## src/verilog/pafm_pkg.sv

```systemverilog
// Package with register map, field layout and shared types of the pin mux
// Functional notes
// (RULE_01) Port 9 control mode with both selects zero gives undefined output.
// (RULE_02) Software programs port 9 select bits before setting mode-control.
// (RULE_03) Port 9 16-bit registers expose bits 8-15 via high-byte alias.
// (RULE_04) Serial1 receive use needs key-return mask bit 7 cleared.
// (RULE_05) Key-return 7 use: func select bit1 one, extended bit1 zero.
// (RULE_06) External reset makes port 0 pin 5 the debug reset input.
// (RULE_07) Serial0 receive use needs ext irq 7 edge selects cleared.
// (RULE_08) Ext irq 7 use needs serial0 receive enable cleared.
// (RULE_09) Timer capture on shared pins 0-3 needs key-return mask cleared.
// (RULE_10) Key-return on shared pins 0-3 needs timer capture edges disabled.
// (RULE_11) After external reset the four debug pins belong to debug.
// (RULE_12) Port 5 same ordering; select bits before mode-control bit.
// (RULE_13) Port 7 analog input needs direction bit one (input).
// (RULE_14) Flash programming mode pin ignores all port control registers.
// (RULE_15) Data read gives latch when direction zero, pin when one.
// (RULE_16) Alternate-function input is mode-control bit AND pin level.
// (RULE_17) High-byte alias write changes only bits 8-15 of shared storage.
package pafm_pkg;
  localparam int PAFM_AW = 8;
  localparam int PAFM_PW = 16;
  // Word offsets (byte addresses), one register per aligned word
  localparam logic [7:0] PAFM_P9_DATA = 8'h00;
  localparam logic [7:0] PAFM_P9_DATA_H = 8'h04;
  localparam logic [7:0] PAFM_P9_DIR = 8'h08;
  localparam logic [7:0] PAFM_P9_DIR_H = 8'h0C;
  localparam logic [7:0] PAFM_P9_MODE = 8'h10;
  localparam logic [7:0] PAFM_P9_MODE_H = 8'h14;
  localparam logic [7:0] PAFM_P9_FSEL = 8'h18;
  localparam logic [7:0] PAFM_P9_FSEL_H = 8'h1C;
  localparam logic [7:0] PAFM_P9_FEXT = 8'h20;
  localparam logic [7:0] PAFM_P9_FEXT_H = 8'h24;
  localparam logic [7:0] PAFM_P9_PULL = 8'h28;
  localparam logic [7:0] PAFM_P9_PULL_H = 8'h2C;
  localparam logic [7:0] PAFM_P5_DATA = 8'h30;
  localparam logic [7:0] PAFM_P5_DIR = 8'h34;
  localparam logic [7:0] PAFM_P5_MODE = 8'h38;
  localparam logic [7:0] PAFM_P5_FSEL = 8'h3C;
  localparam logic [7:0] PAFM_P5_FEXT = 8'h40;
  localparam logic [7:0] PAFM_P7_DATA = 8'h44;
  localparam logic [7:0] PAFM_P7_DIR = 8'h48;
  localparam logic [7:0] PAFM_DBG_CTRL = 8'h4C;
  // Reset values and byte-lane masks
  localparam logic [15:0] PAFM_RST_ZERO = 16'h0000;
  localparam logic [15:0] PAFM_RST_DIR = 16'hFFFF;
  localparam logic [1:0] PAFM_RST_DBG = 2'h3;
  localparam logic [15:0] PAFM_LOW_MASK = 16'h00FF;
  localparam logic [15:0] PAFM_HIGH_MASK = 16'hFF00;
  // Debug control bits
  localparam int PAFM_DBG_RST_BIT = 0;
  localparam int PAFM_DBG_PINS_BIT = 1;
  // Per-pin alternate function choice from {ext, fsel}
  typedef enum logic [1:0] {
    PAFM_ALT_NONE,
    PAFM_ALT_F1,
    PAFM_ALT_F2,
    PAFM_ALT_F3
  } pafm_alt_e;
  // Wishbone request as one bundle
  typedef struct packed {
    logic cyc;
    logic stb;
    logic we;
    logic [3:0] sel;
    logic [PAFM_AW-1:0] adr;
    logic [31:0] dat;
  } pafm_wb_req_s;
endpackage

```

## src/verilog/pafm_port.sv

```systemverilog
// One generic port: data latch, direction and mux per pin
`timescale 1ns/1ps
module pafm_port #(
  parameter int WIDTH = 16
) (
  input wire logic [WIDTH-1:0] latch,
  input wire logic [WIDTH-1:0] dir,
  input wire logic [WIDTH-1:0] mode,
  input wire logic [WIDTH-1:0] fsel,
  input wire logic [WIDTH-1:0] fext,
  input wire logic [WIDTH-1:0] pin_in,
  input wire logic [WIDTH-1:0] alt_f1_out,
  input wire logic [WIDTH-1:0] alt_f2_out,
  input wire logic [WIDTH-1:0] alt_f3_out,
  input wire logic [WIDTH-1:0] alt_oe,
  output logic [WIDTH-1:0] pin_out,
  output logic [WIDTH-1:0] pin_oe,
  output logic [WIDTH-1:0] alt_in,
  output logic [WIDTH-1:0] read_val
);
  import pafm_pkg::*;
  genvar i;
  generate
    for (i = 0; i < WIDTH; i++)
    begin : g_pin
      pafm_alt_e sel;
      assign sel = pafm_alt_e'({fext[i], fsel[i]});
      // Both selects zero in control mode: output undefined, drive low
      always_comb
      begin
        unique case (sel)
          PAFM_ALT_NONE: pin_out[i] = 1'b0; // RULE_01 RULE_12
          PAFM_ALT_F1: pin_out[i] = alt_f1_out[i];
          PAFM_ALT_F2: pin_out[i] = alt_f2_out[i];
          PAFM_ALT_F3: pin_out[i] = alt_f3_out[i];
        endcase
        if (!mode[i])
          pin_out[i] = latch[i];
      end
      // Direction one means input
      assign pin_oe[i] = mode[i] ? alt_oe[i] : ~dir[i];
      // Gated input keeps idle peripherals from seeing pin activity
      assign alt_in[i] = mode[i] & pin_in[i]; // RULE_16
      assign read_val[i] = dir[i] ? pin_in[i] : latch[i]; // RULE_15
    end
  endgenerate
endmodule // pafm_port

```

## src/verilog/port_alt_function_mux.sv

```systemverilog
// Top level pin mux with Wishbone register file for ports 5, 7 and 9
`timescale 1ns/1ps
module port_alt_function_mux #(
  parameter int P9W = 16,
  parameter int P5W = 8,
  parameter int P7W = 16
) (
  input wire logic clock,
  input wire logic sys_rst,
  input wire pafm_pkg::pafm_wb_req_s wb_req,
  output logic [31:0] wb_dat_o,
  output logic wb_ack_o,
  input wire logic [P9W-1:0] p9_pin_in,
  output logic [P9W-1:0] p9_pin_out,
  output logic [P9W-1:0] p9_pin_oe,
  output logic [P9W-1:0] p9_pullup_en,
  input wire logic [P9W-1:0] p9_alt_f1,
  input wire logic [P9W-1:0] p9_alt_f2,
  input wire logic [P9W-1:0] p9_alt_f3,
  input wire logic [P9W-1:0] p9_alt_oe,
  output logic [P9W-1:0] p9_alt_in,
  input wire logic [P5W-1:0] p5_pin_in,
  output logic [P5W-1:0] p5_pin_out,
  output logic [P5W-1:0] p5_pin_oe,
  input wire logic [P5W-1:0] p5_alt_f1,
  input wire logic [P5W-1:0] p5_alt_f2,
  input wire logic [P5W-1:0] p5_alt_f3,
  input wire logic [P5W-1:0] p5_alt_oe,
  output logic [P5W-1:0] p5_alt_in,
  input wire logic [P7W-1:0] p7_pin_in,
  output logic [P7W-1:0] p7_pin_out,
  output logic [P7W-1:0] p7_pin_oe,
  output logic [P7W-1:0] analog_input_n,
  input wire logic port0_pin5_in,
  output logic debug_reset_input,
  output logic port0_pin5_gpio_in,
  output logic debug_pins_sel,
  input wire logic flash_prog_mode_pin1_in,
  output logic flash_prog_mode
);
  import pafm_pkg::*;

  logic [15:0] p9_data_reg, p9_data_next, p9_dir_reg, p9_dir_next;
  logic [15:0] p9_mode_reg, p9_mode_next, p9_fsel_reg, p9_fsel_next;
  logic [15:0] p9_fext_reg, p9_fext_next, p9_pull_reg, p9_pull_next;
  logic [15:0] p5_data_reg, p5_data_next, p5_dir_reg, p5_dir_next;
  logic [15:0] p5_mode_reg, p5_mode_next, p5_fsel_reg, p5_fsel_next;
  logic [15:0] p5_fext_reg, p5_fext_next;
  logic [15:0] p7_data_reg, p7_data_next, p7_dir_reg, p7_dir_next;
  logic [1:0] dbg_reg, dbg_next;
  logic ack_reg, ack_next;
  logic [31:0] rdat_reg, rdat_next;
  logic [P9W-1:0] p9_rd;
  logic [P5W-1:0] p5_rd;
  logic [P7W-1:0] p7_rd;
  logic wr_lo, wr_hi, access;

  // Port 9 pins
  pafm_port #(.WIDTH(P9W)) u_p9 (
    .latch(p9_data_reg[P9W-1:0]),
    .dir(p9_dir_reg[P9W-1:0]),
    .mode(p9_mode_reg[P9W-1:0]),
    .fsel(p9_fsel_reg[P9W-1:0]),
    .fext(p9_fext_reg[P9W-1:0]),
    .pin_in(p9_pin_in),
    .alt_f1_out(p9_alt_f1),
    .alt_f2_out(p9_alt_f2),
    .alt_f3_out(p9_alt_f3),
    .alt_oe(p9_alt_oe),
    .pin_out(p9_pin_out),
    .pin_oe(p9_pin_oe),
    .alt_in(p9_alt_in),
    .read_val(p9_rd)
  );

  // Port 5 pins, same mux and ordering hazard as port 9
  pafm_port #(.WIDTH(P5W)) u_p5 (
    .latch(p5_data_reg[P5W-1:0]),
    .dir(p5_dir_reg[P5W-1:0]),
    .mode(p5_mode_reg[P5W-1:0]),
    .fsel(p5_fsel_reg[P5W-1:0]),
    .fext(p5_fext_reg[P5W-1:0]),
    .pin_in(p5_pin_in),
    .alt_f1_out(p5_alt_f1),
    .alt_f2_out(p5_alt_f2),
    .alt_f3_out(p5_alt_f3),
    .alt_oe(p5_alt_oe),
    .pin_out(p5_pin_out),
    .pin_oe(p5_pin_oe),
    .alt_in(p5_alt_in),
    .read_val(p5_rd)
  );

  // Port 7: analog path only valid when pin is an input
  assign p7_pin_out = p7_data_reg[P7W-1:0];
  assign p7_pin_oe = ~p7_dir_reg[P7W-1:0];
  assign analog_input_n = p7_dir_reg[P7W-1:0]; // RULE_13
  assign p7_rd = (p7_dir_reg[P7W-1:0] & p7_pin_in) |
                 (~p7_dir_reg[P7W-1:0] & p7_data_reg[P7W-1:0]);
  assign p9_pullup_en = p9_pull_reg[P9W-1:0];

  // Debug pin ownership, set by reset, released by software
  assign debug_reset_input = dbg_reg[PAFM_DBG_RST_BIT] &
                             port0_pin5_in; // RULE_06
  assign port0_pin5_gpio_in = ~dbg_reg[PAFM_DBG_RST_BIT] & port0_pin5_in;
  assign debug_pins_sel = dbg_reg[PAFM_DBG_PINS_BIT]; // RULE_11
  // Flash mode pin bypasses every port register
  assign flash_prog_mode = flash_prog_mode_pin1_in; // RULE_14

  assign wb_dat_o = rdat_reg;
  assign wb_ack_o = ack_reg;
  assign access = wb_req.cyc & wb_req.stb & ~ack_reg;
  // Low byte lane writes low half; high lane, or alias lane 0, writes high
  assign wr_lo = access & wb_req.we & wb_req.sel[0];
  assign wr_hi = access & wb_req.we & wb_req.sel[1];

  // Merge a write into a 16-bit register through direct or alias view
  function automatic logic [15:0] merge16(
    input logic [15:0] cur,
    input logic [7:0] adr,
    input logic [7:0] full_adr,
    input logic [7:0] high_adr,
    input logic lo,
    input logic hi,
    input logic [31:0] d
  );
    logic [15:0] r;
    r = cur;
    if (adr == full_adr)
    begin
      if (lo)
        r = (r & PAFM_HIGH_MASK) | (d[15:0] & PAFM_LOW_MASK);
      if (hi)
        r = (r & PAFM_LOW_MASK) | (d[15:0] & PAFM_HIGH_MASK);
    end
    else if (adr == high_adr && lo)
      r = {d[7:0], r[7:0]}; // RULE_03 RULE_17
    return r;
  endfunction

  // Register next values and read mux
  always_comb
  begin
    p9_data_next = merge16(p9_data_reg, wb_req.adr, PAFM_P9_DATA,
                           PAFM_P9_DATA_H, wr_lo, wr_hi, wb_req.dat);
    p9_dir_next = merge16(p9_dir_reg, wb_req.adr, PAFM_P9_DIR,
                          PAFM_P9_DIR_H, wr_lo, wr_hi, wb_req.dat);
    p9_mode_next = merge16(p9_mode_reg, wb_req.adr, PAFM_P9_MODE,
                           PAFM_P9_MODE_H, wr_lo, wr_hi, wb_req.dat);
    p9_fsel_next = merge16(p9_fsel_reg, wb_req.adr, PAFM_P9_FSEL,
                           PAFM_P9_FSEL_H, wr_lo, wr_hi, wb_req.dat);
    p9_fext_next = merge16(p9_fext_reg, wb_req.adr, PAFM_P9_FEXT,
                           PAFM_P9_FEXT_H, wr_lo, wr_hi, wb_req.dat);
    p9_pull_next = merge16(p9_pull_reg, wb_req.adr, PAFM_P9_PULL,
                           PAFM_P9_PULL_H, wr_lo, wr_hi, wb_req.dat);
    // Port 5 and 7 have no alias; their own address as alias never
    // reaches the alias branch, so other registers' writes cannot leak in
    p5_data_next = merge16(p5_data_reg, wb_req.adr, PAFM_P5_DATA,
                           PAFM_P5_DATA, wr_lo, wr_hi, wb_req.dat);
    p5_dir_next = merge16(p5_dir_reg, wb_req.adr, PAFM_P5_DIR,
                          PAFM_P5_DIR, wr_lo, wr_hi, wb_req.dat);
    p5_mode_next = merge16(p5_mode_reg, wb_req.adr, PAFM_P5_MODE,
                           PAFM_P5_MODE, wr_lo, wr_hi, wb_req.dat);
    p5_fsel_next = merge16(p5_fsel_reg, wb_req.adr, PAFM_P5_FSEL,
                           PAFM_P5_FSEL, wr_lo, wr_hi, wb_req.dat);
    p5_fext_next = merge16(p5_fext_reg, wb_req.adr, PAFM_P5_FEXT,
                           PAFM_P5_FEXT, wr_lo, wr_hi, wb_req.dat);
    p7_data_next = merge16(p7_data_reg, wb_req.adr, PAFM_P7_DATA,
                           PAFM_P7_DATA, wr_lo, wr_hi, wb_req.dat);
    p7_dir_next = merge16(p7_dir_reg, wb_req.adr, PAFM_P7_DIR,
                          PAFM_P7_DIR, wr_lo, wr_hi, wb_req.dat);
    dbg_next = dbg_reg;
    if (wr_lo && wb_req.adr == PAFM_DBG_CTRL)
      dbg_next = wb_req.dat[1:0];
    ack_next = access;
    rdat_next = 32'h00000000;
    if (access && !wb_req.we)
    begin
      unique case (wb_req.adr)
        PAFM_P9_DATA: rdat_next[P9W-1:0] = p9_rd; // RULE_15
        PAFM_P9_DATA_H: rdat_next[7:0] = p9_rd[15:8];
        PAFM_P9_DIR: rdat_next[15:0] = p9_dir_reg;
        PAFM_P9_DIR_H: rdat_next[7:0] = p9_dir_reg[15:8];
        PAFM_P9_MODE: rdat_next[15:0] = p9_mode_reg;
        PAFM_P9_MODE_H: rdat_next[7:0] = p9_mode_reg[15:8]; // RULE_03
        PAFM_P9_FSEL: rdat_next[15:0] = p9_fsel_reg;
        PAFM_P9_FSEL_H: rdat_next[7:0] = p9_fsel_reg[15:8];
        PAFM_P9_FEXT: rdat_next[15:0] = p9_fext_reg;
        PAFM_P9_FEXT_H: rdat_next[7:0] = p9_fext_reg[15:8];
        PAFM_P9_PULL: rdat_next[15:0] = p9_pull_reg;
        PAFM_P9_PULL_H: rdat_next[7:0] = p9_pull_reg[15:8];
        PAFM_P5_DATA: rdat_next[P5W-1:0] = p5_rd;
        PAFM_P5_DIR: rdat_next[P5W-1:0] = p5_dir_reg[P5W-1:0];
        PAFM_P5_MODE: rdat_next[P5W-1:0] = p5_mode_reg[P5W-1:0];
        PAFM_P5_FSEL: rdat_next[P5W-1:0] = p5_fsel_reg[P5W-1:0];
        PAFM_P5_FEXT: rdat_next[P5W-1:0] = p5_fext_reg[P5W-1:0];
        PAFM_P7_DATA: rdat_next[P7W-1:0] = p7_rd;
        PAFM_P7_DIR: rdat_next[15:0] = p7_dir_reg;
        PAFM_DBG_CTRL: rdat_next[1:0] = dbg_reg;
        default: rdat_next = 32'h00000000;
      endcase
    end
  end

  // Registers; reset hands debug pins to the debug unit
  always_ff @(posedge clock)
  begin
    if (sys_rst)
    begin
      p9_data_reg <= PAFM_RST_ZERO;
      p9_dir_reg <= PAFM_RST_DIR;
      p9_mode_reg <= PAFM_RST_ZERO;
      p9_fsel_reg <= PAFM_RST_ZERO;
      p9_fext_reg <= PAFM_RST_ZERO;
      p9_pull_reg <= PAFM_RST_ZERO;
      p5_data_reg <= PAFM_RST_ZERO;
      p5_dir_reg <= PAFM_RST_DIR;
      p5_mode_reg <= PAFM_RST_ZERO;
      p5_fsel_reg <= PAFM_RST_ZERO;
      p5_fext_reg <= PAFM_RST_ZERO;
      p7_data_reg <= PAFM_RST_ZERO;
      p7_dir_reg <= PAFM_RST_DIR;
      dbg_reg <= PAFM_RST_DBG; // RULE_06 RULE_11
      ack_reg <= 1'b0;
      rdat_reg <= 32'h00000000;
    end
    else
    begin
      p9_data_reg <= p9_data_next;
      p9_dir_reg <= p9_dir_next;
      p9_mode_reg <= p9_mode_next;
      p9_fsel_reg <= p9_fsel_next;
      p9_fext_reg <= p9_fext_next;
      p9_pull_reg <= p9_pull_next;
      p5_data_reg <= p5_data_next;
      p5_dir_reg <= p5_dir_next;
      p5_mode_reg <= p5_mode_next;
      p5_fsel_reg <= p5_fsel_next;
      p5_fext_reg <= p5_fext_next;
      p7_data_reg <= p7_data_next;
      p7_dir_reg <= p7_dir_next;
      dbg_reg <= dbg_next;
      ack_reg <= ack_next;
      rdat_reg <= rdat_next;
    end
  end

  // Checks
  chk_alias_low_kept : assert property ( // RULE_17
    @(posedge clock) disable iff (sys_rst)
    (access && wb_req.we && wb_req.adr == PAFM_P9_MODE_H)
    |=> p9_mode_reg[7:0] == $past(p9_mode_reg[7:0]))
    else $error("alias write changed low byte");
  chk_alias_high_set : assert property ( // RULE_03
    @(posedge clock) disable iff (sys_rst)
    (access && wb_req.we && wb_req.sel[0] && wb_req.adr == PAFM_P9_FEXT_H)
    |=> p9_fext_reg[15:8] == $past(wb_req.dat[7:0]))
    else $error("alias write missed high byte");
  chk_alt_in_gate : assert property ( // RULE_16
    @(posedge clock) disable iff (sys_rst)
    (p9_alt_in & ~p9_mode_reg[P9W-1:0]) == '0)
    else $error("alternate input not gated");
  chk_data_read : assert property ( // RULE_15
    @(posedge clock) disable iff (sys_rst)
    (access && !wb_req.we && wb_req.adr == PAFM_P9_DATA)
    |=> rdat_reg[P9W-1:0] == $past(p9_rd) && wb_ack_o)
    else $error("data read wrong");
  chk_dbg_reset : assert property ( // RULE_06 RULE_11
    @(posedge clock)
    $past(sys_rst) |-> dbg_reg == PAFM_RST_DBG)
    else $error("debug pins not owned after reset");
  chk_flash_pass : assert property ( // RULE_14
    @(posedge clock) disable iff (sys_rst)
    flash_prog_mode == flash_prog_mode_pin1_in)
    else $error("flash mode pin altered");
  chk_ack_once : assert property (
    @(posedge clock) disable iff (sys_rst)
    wb_ack_o |=> !wb_ack_o)
    else $error("ack longer than one cycle");
  chk_ack_follows : assert property (
    @(posedge clock) disable iff (sys_rst)
    access |=> wb_ack_o)
    else $error("request not answered next cycle");
  chk_undef_low : assert property ( // RULE_12
    @(posedge clock) disable iff (sys_rst)
    (p5_pin_out & p5_mode_reg[P5W-1:0] & ~p5_fsel_reg[P5W-1:0] &
     ~p5_fext_reg[P5W-1:0]) == '0)
    else $error("undefined select not parked low");
  chk_undef_p9_low : assert property ( // RULE_01
    @(posedge clock) disable iff (sys_rst)
    (p9_pin_out & p9_mode_reg[P9W-1:0] & ~p9_fsel_reg[P9W-1:0] &
     ~p9_fext_reg[P9W-1:0]) == '0)
    else $error("undefined select not parked low");
endmodule // port_alt_function_mux
```

## config.mk

```make
export PLATFORM = sky130hd
export DESIGN_NAME = port_alt_function_mux
export DESIGN_NICKNAME = d
export VERILOG_FILES = /design/src/verilog/pafm_pkg.sv /design/src/verilog/pafm_port.sv /design/src/verilog/port_alt_function_mux.sv
export SDC_FILE = /design/constraint.sdc
export NUM_CORES = 1
export LEC_CHECK = 0
export BUFFER_PORTS_ARGS = -buffer_cell sky130_fd_sc_hd__buf_2
export CAP_MARGIN = 10
export CORE_ASPECT_RATIO = 1.1
export CORE_MARGIN = 2
export CORE_UTILIZATION = 56
export CTS_CLUSTER_DIAMETER = 120
export CTS_CLUSTER_SIZE = 10
export DETAILED_ROUTE_END_ITERATION = 12
export GPL_TIMING_DRIVEN = 1
export PLACE_DENSITY = 0.84
export SLEW_MARGIN = 0
export SYNTH_ARGS = -nofsm -noshare
export SYNTH_HDL_FRONTEND = slang
export SYNTH_SLANG_ARGS = --single-unit
```

## constraint.sdc

```tcl
create_clock -name clock -period 3.4 [get_ports clock]
set_clock_uncertainty 0.2 [all_clocks]
set_input_delay 0.17 -clock clock [delete_from_list [all_inputs] [get_ports clock]]
set_output_delay 0.17 -clock clock [all_outputs]
set_load 0.01 [all_outputs]
```

* Yosys cells after proc, flatten, opt, wreduce, memory -nomap -nowiden *
Index checks and enable logic that the tools add are counted.

word-level totals
  output and inout port bits = 173
  flip-flop bits (word level) = 243
  logic and storage cells = 454
  input bits = 187

operators by class
  mux-type cells = 164
  reduce and logical (&&, ||, !) cells = 68
  bitwise gates (word level) = 88
  eq/ne operators = 104

operators with widths
  cell                number
  $mux 16             65
  $or 16x8->16        13
  $or 8x16->16        13
  $pmux 6 s19         1
  $eq 2x2->1 const B  48
  $pmux 1 s4          24
  $mux 1              72
  $eq 8x6->1 const B  8
  $pmux 8 s8          1
  $eq 2x1->1 const B  24
  $logic_not 2->1     24
  $pmux 2 s20         1
  $ne 3x3->1 const B  13
  $and 16x16->16      2
  $eq 8x5->1 const B  4
  $eq 8x7->1 const B  4
  $and 1x1->1         31
  $not 1->1           27
  $reduce_and 2->1    13
  $reduce_bool 2->1   13
  $eq 8x4->1 const B  2
  $not 16->16         1
  $or 16x16->16       1
  $logic_and 1x1->1   15
  other kinds (4)     4

* Depth between registers and ports, before layout *
Gate-level depths: netlist of run 1.

  depth after elaboration = 9
  mapped depth = 9
  gate-level depth less buffers = 5

* Modules after synthesis *
Synthesis of run 1 repeated with hierarchy kept, for this count alone.

second synthesis, totals
  cell total of the unflattened synthesis = 1432
  area, all modules = 10811.6 sq um

modules (own cells, without submodules)
  module                 cells an instance  seq. area each (sq um)  instances  area an instance (sq um)
  port_alt_function_mux  1216               3743.6                  1          9395.3
  pafm_port (u_p9)       144                0.0                     1          940.9
  pafm_port (u_p5)       72                 0.0                     1          475.5

* Worst setup path after synthesis of run 1 *
OpenSTA, ideal clock, no wires.

  path kind = register to register
  start point = register ack_reg (netlist: wb_ack_o)
  end point = register p9_fsel_reg[2]
  library setup time = 0.070 ns
  slack = 1.379 ns
  arrival = 1.751 ns
  required time = 3.130 ns
  path buffers = 4
  clock period less this slack = 2.021 ns
  cell stages (with the launch flop) = 9
  cell sequence = dfxtp_1 > and4b_1 > buf_2 > and2_1 > buf_2 > buf_2 > clkbuf_1 > nand3_1 > a21oi_1

between the ends
  cells in the longest elaborated chain, start to end = 9
  elaborated cells on any way between the ends = 10
  classes of those cells = 4 x mux; 6 x bitwise

ends and longest elaborated chain
  what                    RTL line                                                    text
  start, declared         port_alt_function_mux.sv:51                                 logic ack_reg, ack_next;
  start signal, assigned  port_alt_function_mux.sv:243                                ack_reg <= ack_next;
  $not 1->1 (*)           port_alt_function_mux.sv:112                                assign access = wb_req.cyc & wb_req.stb & ~ack_reg;
  $and 1x1->1 (*)         port_alt_function_mux.sv:112
  $and 1x1->1 (*)         port_alt_function_mux.sv:114, port_alt_function_mux.sv:115
  $and 1x1->1             port_alt_function_mux.sv:114                                assign wr_lo = access & wb_req.we & wb_req.sel[0];
  $mux 16                 port_alt_function_mux.sv:131                                if (lo)
  $mux 16                 port_alt_function_mux.sv:129                                if (adr == full_adr)
  $or 8x16->16            port_alt_function_mux.sv:134                                r = (r & PAFM_LOW_MASK) | (d[15:0] & PAFM_HIGH_MASK);
  $mux 16 (*)             port_alt_function_mux.sv:133                                if (hi)
  $mux 16 (*)             port_alt_function_mux.sv:129
  end signal, assigned    port_alt_function_mux.sv:232                                p9_fsel_reg <= p9_fsel_next;
  end, declared           port_alt_function_mux.sv:44                                 logic [15:0] p9_mode_reg, p9_mode_next, p9_fsel_reg, p9_fsel_next;

Mark *: on every way between the ends. The rest lies on a longest branch, timed or not. The select of a mux whose other input is x is not followed.
A chain may end at the register's enable or synchronous reset.

* Final worst setup path of run 1 *
  start point = input wb_req[46] (netlist name)
  end point = register p9_pull_reg[10] (netlist: p9_pullup_en[10])

between the ends
  cells in the longest elaborated chain, start to end = 7
  elaborated cells on any way between the ends = 11
  classes of those cells = 1 x eq/ne; 2 x mux; 5 x bitwise; 3 x reduce/logical

ends and longest elaborated chain
  what                          RTL line                                                    text
  start, declared               port_alt_function_mux.sv:10                                 input wire pafm_pkg::pafm_wb_req_s wb_req,
  $and 1x1->1 (*) (2 in a row)  port_alt_function_mux.sv:112
  $and 1x1->1 (*)               port_alt_function_mux.sv:114, port_alt_function_mux.sv:115
  $and 1x1->1                   port_alt_function_mux.sv:114
  $logic_and 1x1->1             port_alt_function_mux.sv:136                                else if (adr == high_adr && lo)
  $reduce_bool 2->1 (no line)   n/a
  $reduce_and 2->1 (no line)    n/a
  end signal, assigned          port_alt_function_mux.sv:234                                p9_pull_reg <= p9_pull_next;
  end, declared                 port_alt_function_mux.sv:45                                 logic [15:0] p9_fext_reg, p9_fext_next, p9_pull_reg, p9_pull_next;

Mark *: on every way between the ends. The rest lies on a longest branch, timed or not.

==> results of run 1 <==
-- worst paths after layout --
check | start | endpoint | slack (ns)
setup reg to reg | wb_ack_o$_SDFF_PP0_ | p9_pullup_en[10]$_SDFFE_PP0P_ | 0.91
setup / recovery | wb_req[46] | p9_pullup_en[10]$_SDFFE_PP0P_ | 0.90
hold / removal | wb_req[7] | p7_pin_out[7]$_SDFFE_PP0P_ | 0.01
hold reg to reg | p9_pullup_en[3]$_SDFFE_PP0P_ | p9_pullup_en[3]$_SDFFE_PP0P_ | 0.29
-- per-stage QoR --
step / setup slack (ns) / utilization
final: 0.896 / 0.695
after global routing: 0.773 / 0.695
after CTS: 0.951 / 0.694
after detailed placement: 0.631 / 0.655
after global placement: 0.761 / 0.655
after floorplan: 1.38 / -
-- final cells by class --
class                           count  area (um^2)  area share
Clock inverter                     15          150      0.0113
Inverter                           20         75.1     0.00566
Tap cell                          247          309      0.0233
Timing Repair Buffer              371         2020       0.152
Multi-Input combinational cell   1069         6540       0.493
Sequential cell                   187         3740       0.282
Clock buffer                       17          425      0.0321
Antenna cell                        1         2.50    0.000189
-- synth_stat cells, types with 3 or more instances --
library cell	n	area share
a41oi_1	3	0.0024
a22o_1	6	0.0048
nand3_1	69	0.032
mux4_2	3	0.0062
and2_1	28	0.016
buf_6	8	0.0082
nand2_1	157	0.054
a21oi_4	4	0.0060
a211o_1	9	0.0072
nand2_4	3	0.0031
nor3_1	5	0.0023
a21o_1	3	0.0021
mux2i_1	87	0.080
o32ai_1	3	0.0024
a21oi_1	152	0.070
nor4b_2	3	0.0041
a22oi_1	32	0.022
o211ai_1	16	0.011
a31oi_1	12	0.0069
clkbuf_1	47	0.016
nor3b_1	6	0.0041
nor4_1	4	0.0023
nand3_2	7	0.0064
buf_4	27	0.019
and3_1	12	0.0069
a211oi_1	49	0.034
o21ai_0	47	0.022
o2bb2ai_1	6	0.0048
or4b_1	4	0.0037
buf_1	4	0.0014
dfxtp_1	187	0.34
mux2_2	38	0.039
inv_1	19	0.0065
a32oi_1	14	0.011
a2111oi_0	4	0.0032
nor2_1	199	0.068
nor2b_1	10	0.0057
nor2_4	4	0.0041
a221oi_1	5	0.0040
buf_2	32	0.015
o22ai_1	13	0.0074
-- power breakdown --
group | total [mW] | switching, mW | internal [mW]
sequential | 2.19 | 0.00162 | 2.19
clock | 2.00 | 1.02 | 0.978
combinational | 0.445 | 0.284 | 0.161
-- kinds of logic (layout without fill, tap and decap cells) --
family / Yosys count / count (layout) / share of synthesized area
other cells: 1 / 17 / 0.000343
simple gates: 535 / 535 / 0.237
mux: 128 / 128 / 0.125
flops: 187 / 187 / 0.342
buf+inv: 138 / 423 / 0.0658
compound gates: 390 / 390 / 0.230
-- worst max-delay path: stages --
cell           delay, ns
dlygate4sd3_1       0.55
buf_2               0.13
and4b_1             0.27
buf_4               0.24
nand3_1             0.21
a21oi_2             0.70
nor2_1              0.12
a211oi_1            0.28
-- routing by layer --
metal  track usage  vias up
met5             0        -
met3         0.130      269
li1              -     5527
met1         0.540     5732
met2         0.661     1001
met4         0.335        0
-- what timing repair did --
| action | in CTS | in global routing |
|---|---|---|
| resized for setup | 0 | 0 |
| hold buffers | 17 | 0 |
| endpoints found under the hold margin | 26 | 0 |
==> results_dict.tcl, run 1 <==
set metrics [dict create \
    die_w_um 137 \
    synthFlopType "dfxtp_1" \
    synthDistinctLibCells 70 \
    timing.slew.headroom 0.280 \
    io_buffers 323 \
    syn_to_final_growth_pct 21.3 \
    synth-warning-count 0 \
    wl_per_cell_um 24.0 \
    drc 0 \
    final_cell_area_mm2 0.0133 \
    synth_edf_count 0 \
    ys_seq_elements 187 \
    async_flop_share 0 \
    vias 12500 \
    outcome "finished clean" \
    post_cts_buffers 0 \
    rr_worst_depth 6 \
    layoutNonFillerInstCount 1927 \
    cts_buffer_depth 2 \
    leakage_nw 5.91 \
    highest_layer "met4" \
    ant_nets 0 \
    grt_pass1_vias 11700 \
    rsz0062_at_grt "no" \
    hold_viol_final 0 \
    htree_levels 4 \
    clk_pin_slew_ns 0.08 \
    holdWs_ns 0.0143 \
    grt_usage 0.445 \
    worstPathMaxFanout 16 \
    fillers 1599 \
    nets 1853 \
    grt_pass1_wl_mm 68.5 \
    worstPathArrival_ns 2.66 \
    end_kind "flip-flop" \
    die_y_um 151 \
    syn_inst 1379 \
    clk_latency_ns 0.46 \
    placed_cell_area_mm2 0.0125 \
    ys_seq_area_frac 0.342 \
    holdPathStages 3 \
    routed-wl-met3_mm 5.95 \
    grt_max_degree 85 \
    wl_met1_mm 16.6 \
    drive_above_1_share 0.276 \
    fmax_mhz 399 \
    finalMaxSlewViolations 0 \
    final_common_cell "buf_2" \
    cp.required_ns 3.56 \
    synthesis.area_mm2 0.0109 \
    p_per_area_mw_per_mm2 349 \
    syn_avg_cell_area_um2 7.93 \
    placementRows 53 \
    grt_overflow 0 \
    wl_mm 46.3 \
    ir_drop_mv 0.365 \
    gp_congestion 1.05 \
    cap_violations 0 \
    cts.sinks 187 \
    dr.pass1.iters 8 \
    layout_min_cycle_time_ns 2.50 \
    hp-class "in2reg" \
    dr_wl_met2_mm 19.8 \
    setup_tns_ns 0 \
    dpl.hpwl_mm 34.0 \
    start_util 0.573 \
    antenna_found_initial 1 \
    io_pins 360 \
    viasPerCell 6.50 \
    drt_iter0_drc 1536 \
    core-area_mm2 0.0191 \
    fp.dieArea_mm2 0.0207 \
    clockRootBuffer "clkbuf_16" \
    dp.cells 1877 \
    mostFrequentLayoutCells "buf_2, nor2_1, dfxtp_1, nand2_1, a21oi_1" \
    tightest_slew_ns 1.07 \
    crit_type "in2reg" \
    numCtsBuffers 17 \
    setup_viol 0 \
    period_share 0.736 \
    finalPower_mw 4.63 \
    critPathLaunchType "primary input" \
    cts_tree "built" \
]
No activity file was read; power rests on OpenSTA's default activity.
==> inputs of run 2 (changes only) <==
--- a/config.mk
+++ b/config.mk
@@ -5,16 +5,17 @@
 export SDC_FILE = /design/constraint.sdc
 export NUM_CORES = 1
 export LEC_CHECK = 0
+export ABC_AREA = 1
 export BUFFER_PORTS_ARGS = -buffer_cell sky130_fd_sc_hd__buf_2
 export CAP_MARGIN = 10
 export CORE_ASPECT_RATIO = 1.1
 export CORE_MARGIN = 2
-export CORE_UTILIZATION = 56
+export CORE_UTILIZATION = 47
 export CTS_CLUSTER_DIAMETER = 120
 export CTS_CLUSTER_SIZE = 10
 export DETAILED_ROUTE_END_ITERATION = 12
 export GPL_TIMING_DRIVEN = 1
-export PLACE_DENSITY = 0.84
+export PLACE_DENSITY = 0.75
 export SLEW_MARGIN = 0
 export SYNTH_ARGS = -nofsm -noshare
 export SYNTH_HDL_FRONTEND = slang
==> constraint.sdc (replaced) <==
create_clock -name clock -period 2.06 [get_ports clock]
set_clock_uncertainty 0.2 [all_clocks]
set_input_delay 0.103 -clock clock [delete_from_list [all_inputs] [get_ports clock]]
set_output_delay 0.103 -clock clock [all_outputs]
set_load 0.01 [all_outputs]
==> run 2 against run 1 <==
Compared with the run above: register-to-register slack got worse by 0.75 ns; hold slack got worse by 0.0083 ns; non-clock buffer count increased by 80; area after synthesis about the same; design area increased by 7.2%; setup slack got worse by 0.74 ns; synthesized cell count increased by 25%; critical endpoint is now p5_pin_out[6]; highest routed layer unchanged.
==> results_dict.tcl, run 2 <==
set metrics [dict create \
    critPathLaunchType "flip-flop" \
    dpl.hpwl_mm 37.6 \
    io_buffers 323 \
    dr.pass1.iters 6 \
    end_kind "primary output" \
    switching_share 0.277 \
    mostFrequentLayoutCells "nand2_1, buf_2, o21ai_0, nor2_1, dfxtp_1" \
    post_cts_buffers 0 \
    max_stage_delay_ns 0.49 \
    gp_congestion 0.998 \
    synth_common_cells "nand2_1, o21ai_0, nor2_1" \
    cap_violations 0 \
    ys_seq_elements 187 \
    worstPathMaxFanout 7 \
    numCtsBuffers 17 \
    drive_above_1_share 0.245 \
    rrSetupSlack_ns 0.16 \
    comb_power_share 0.083 \
    leakage_nw 7.20 \
    period_share 0.926 \
    timing.slew.headroom 0.549 \
    setup_viol 0 \
    critPathBufInv 1 \
    synth-warning-count 0 \
    die_w_um 149 \
    pwr-share-seq 0.476 \
    synth_top_area_share 0.342 \
    syn_avg_cell_area_um2 6.35 \
    clk_latency_ns 0.45 \
    worstPathArrival_ns 1.60 \
    placementRows 58 \
    ir_drop_mv 0.471 \
    synthFlopType "dfxtp_1" \
    syn_inst 1723 \
    slowest_stage "dfxtp_1" \
    grt_pass1_wl_mm 71.4 \
    drc 0 \
    synthesis.area_mm2 0.0109 \
    synth_edf_count 0 \
    syn_to_final_growth_pct 29.9 \
    holdWs_ns 0.00602 \
    cp_cell_sequence "o21ai_0 > o32ai_2 > buf_2" \
    p_sw_mw 2.11 \
    finalPower_mw 7.59 \
    pwr-share-clk 0.441 \
    htree_levels 4 \
    fp.dieArea_mm2 0.0245 \
    tightest_slew_ns 0.677 \
    yosysMostFrequentCell "nand2_1" \
    crit_type "reg2out" \
    ant_nets 0 \
    grt_overflow 0 \
    cts_tree "built" \
    core-area_mm2 0.0229 \
    post-synth-top-area-cell "dfxtp_1" \
    grt_usage 0.390 \
    fillers 2235 \
    nets 2308 \
    p_per_area_mw_per_mm2 534 \
    fmax_mhz 524 \
    die_y_um 164 \
    path_delay_family "flip-flops" \
    wl_mm 48.7 \
    synth.area.top_cells "dfxtp_1, nand2_1, o21ai_0, nor2_1, inv_1" \
    async_flop_share 0 \
    grt_max_degree 126 \
    viasPerCell 5.55 \
    cts_buffer_depth 2 \
    wl_per_cell_um 20.0 \
    rsz0062_at_grt "no" \
    hp-class "in2out" \
    vias 13500 \
    hold_viol_final 0 \
    antenna_found_initial 1 \
    final_common_cell "nand2_1" \
    finalMaxSlewViolations 0 \
    grt_pass1_vias 12100 \
    ys_seq_area_frac 0.342 \
    start_util 0.479 \
    outcome "finished clean" \
    synthDistinctLibCells 32 \
    cts.sinks 187 \
    clk_pin_slew_ns 0.08 \
    p_int_mw 5.49 \
    layout_min_cycle_time_ns 1.91 \
    drt_iter0_drc 1386 \
    clockRootBuffer "clkbuf_16" \
    io_pins 360 \
    cp.required_ns 1.76 \
]
==> run 2: changes by cell type after synthesis, moves of 14 or more <==
cell      previous run  this run
inv_1               19       183
a21oi_1            152       103
mux2_2              38         0
clkbuf_1            47        23
and2_1              28         0
o221ai_1             2        19
nand2_1            157       480
o21ai_0             47       218
a211oi_1            49        19
o21ai_1              0        19
a22oi_1             32         0
mux2i_1             87         0
a32oi_1             14         0
==> run 2: cell families after synthesis <==
group | share of synthesized area
other | 0.000343
and+or+nand+nor | 0.304
buffers and inverters | 0.116
DFF | 0.342
AOI/OAI and AO/OA | 0.237
==> run 2: final cells by class <==
cell class / count / area (um^2) / area share
Antenna cell: 1 / 2.50 / 0.000176
Clock buffer: 18 / 429 / 0.0302
Clock inverter: 14 / 155 / 0.0109
Inverter: 197 / 742 / 0.0522
Multi-Input combinational cell: 1267 / 5990 / 0.421
Sequential cell: 187 / 3740 / 0.263
Tap cell: 300 / 375 / 0.0264
Timing Repair Buffer: 451 / 2780 / 0.195
==> run 2: timing repair <==
| action | in CTS | in global routing |
|---|---|---|
| endpoints found under the hold margin | 42 | 0 |
| gates resized for setup | 0 | 3 |
| endpoints found under the setup margin | 0 | 8 |
| hold buffers | 24 | 0 |
==> run 2: layer usage <==
layer  global-route usage  wire length [um]
met1                0.509             19300
met2                0.619             22200
met3               0.0411              4210
met4                0.237              3020
met5                    0                 0
==> run 2: final timing paths <==
| check | startpoint | endpoint | cells after the start |
|---|---|---|---|
| setup reg to reg | wb_ack_o$_SDFF_PP0_ | p5_data_reg[7]$_SDFFE_PP0P_ | 7 |
| hold / removal | flash_prog_mode_pin1_in | flash_prog_mode | 0 |
| hold reg to reg | p7_pin_out[10]$_SDFFE_PP0P_ | p7_pin_out[10]$_SDFFE_PP0P_ | 2 |
| setup / recovery | p5_mode_reg[6]$_SDFFE_PP0P_ | p5_pin_out[6] | 3 |
==> run 2: metrics by stage <==
| stage | instances | worst slack [ns] | utilization | TNS, ns | area [um^2] |
|---|---|---|---|---|---|
| 3_5_place_dp | 2378 | -0.0277 | 0.585 | -0.0665 | 13400 |
| 2_1_floorplan | 1738 | 0.349 | - | 0 | 11000 |
| 3_3_place_gp | 2378 | 0.000444 | 0.585 | 0 | 13400 |
| 5_1_grt | 2435 | 0.0641 | 0.622 | 0 | 14200 |
| 6_report | 2435 | 0.153 | 0.622 | 0 | 14200 |
| 4_1_cts | 2434 | 0.0812 | 0.621 | 0 | 14200 |
==> run 2: power groups by stage <==
stage	clock network [mW]	registers (mW)	logic, mW
6_report	3.35	3.62	0.631
5_1_grt	3.51	3.62	0.674
4_1_cts	3.35	3.62	0.615
3_5_place_dp	0	3.70	0.577
3_3_place_gp	0	3.70	0.574
2_1_floorplan	0	3.70	0.265
==> run 2: worst reg2reg max path: cells and delay by family, from the launching register on <==
kind | cells | cell delay [ns]
AOI/OAI and AO/OA | 2 | 0.26
buffers and inverters | 2 | 0.42
DFF | 1 | 0.35
and+or+nand+nor | 3 | 0.57
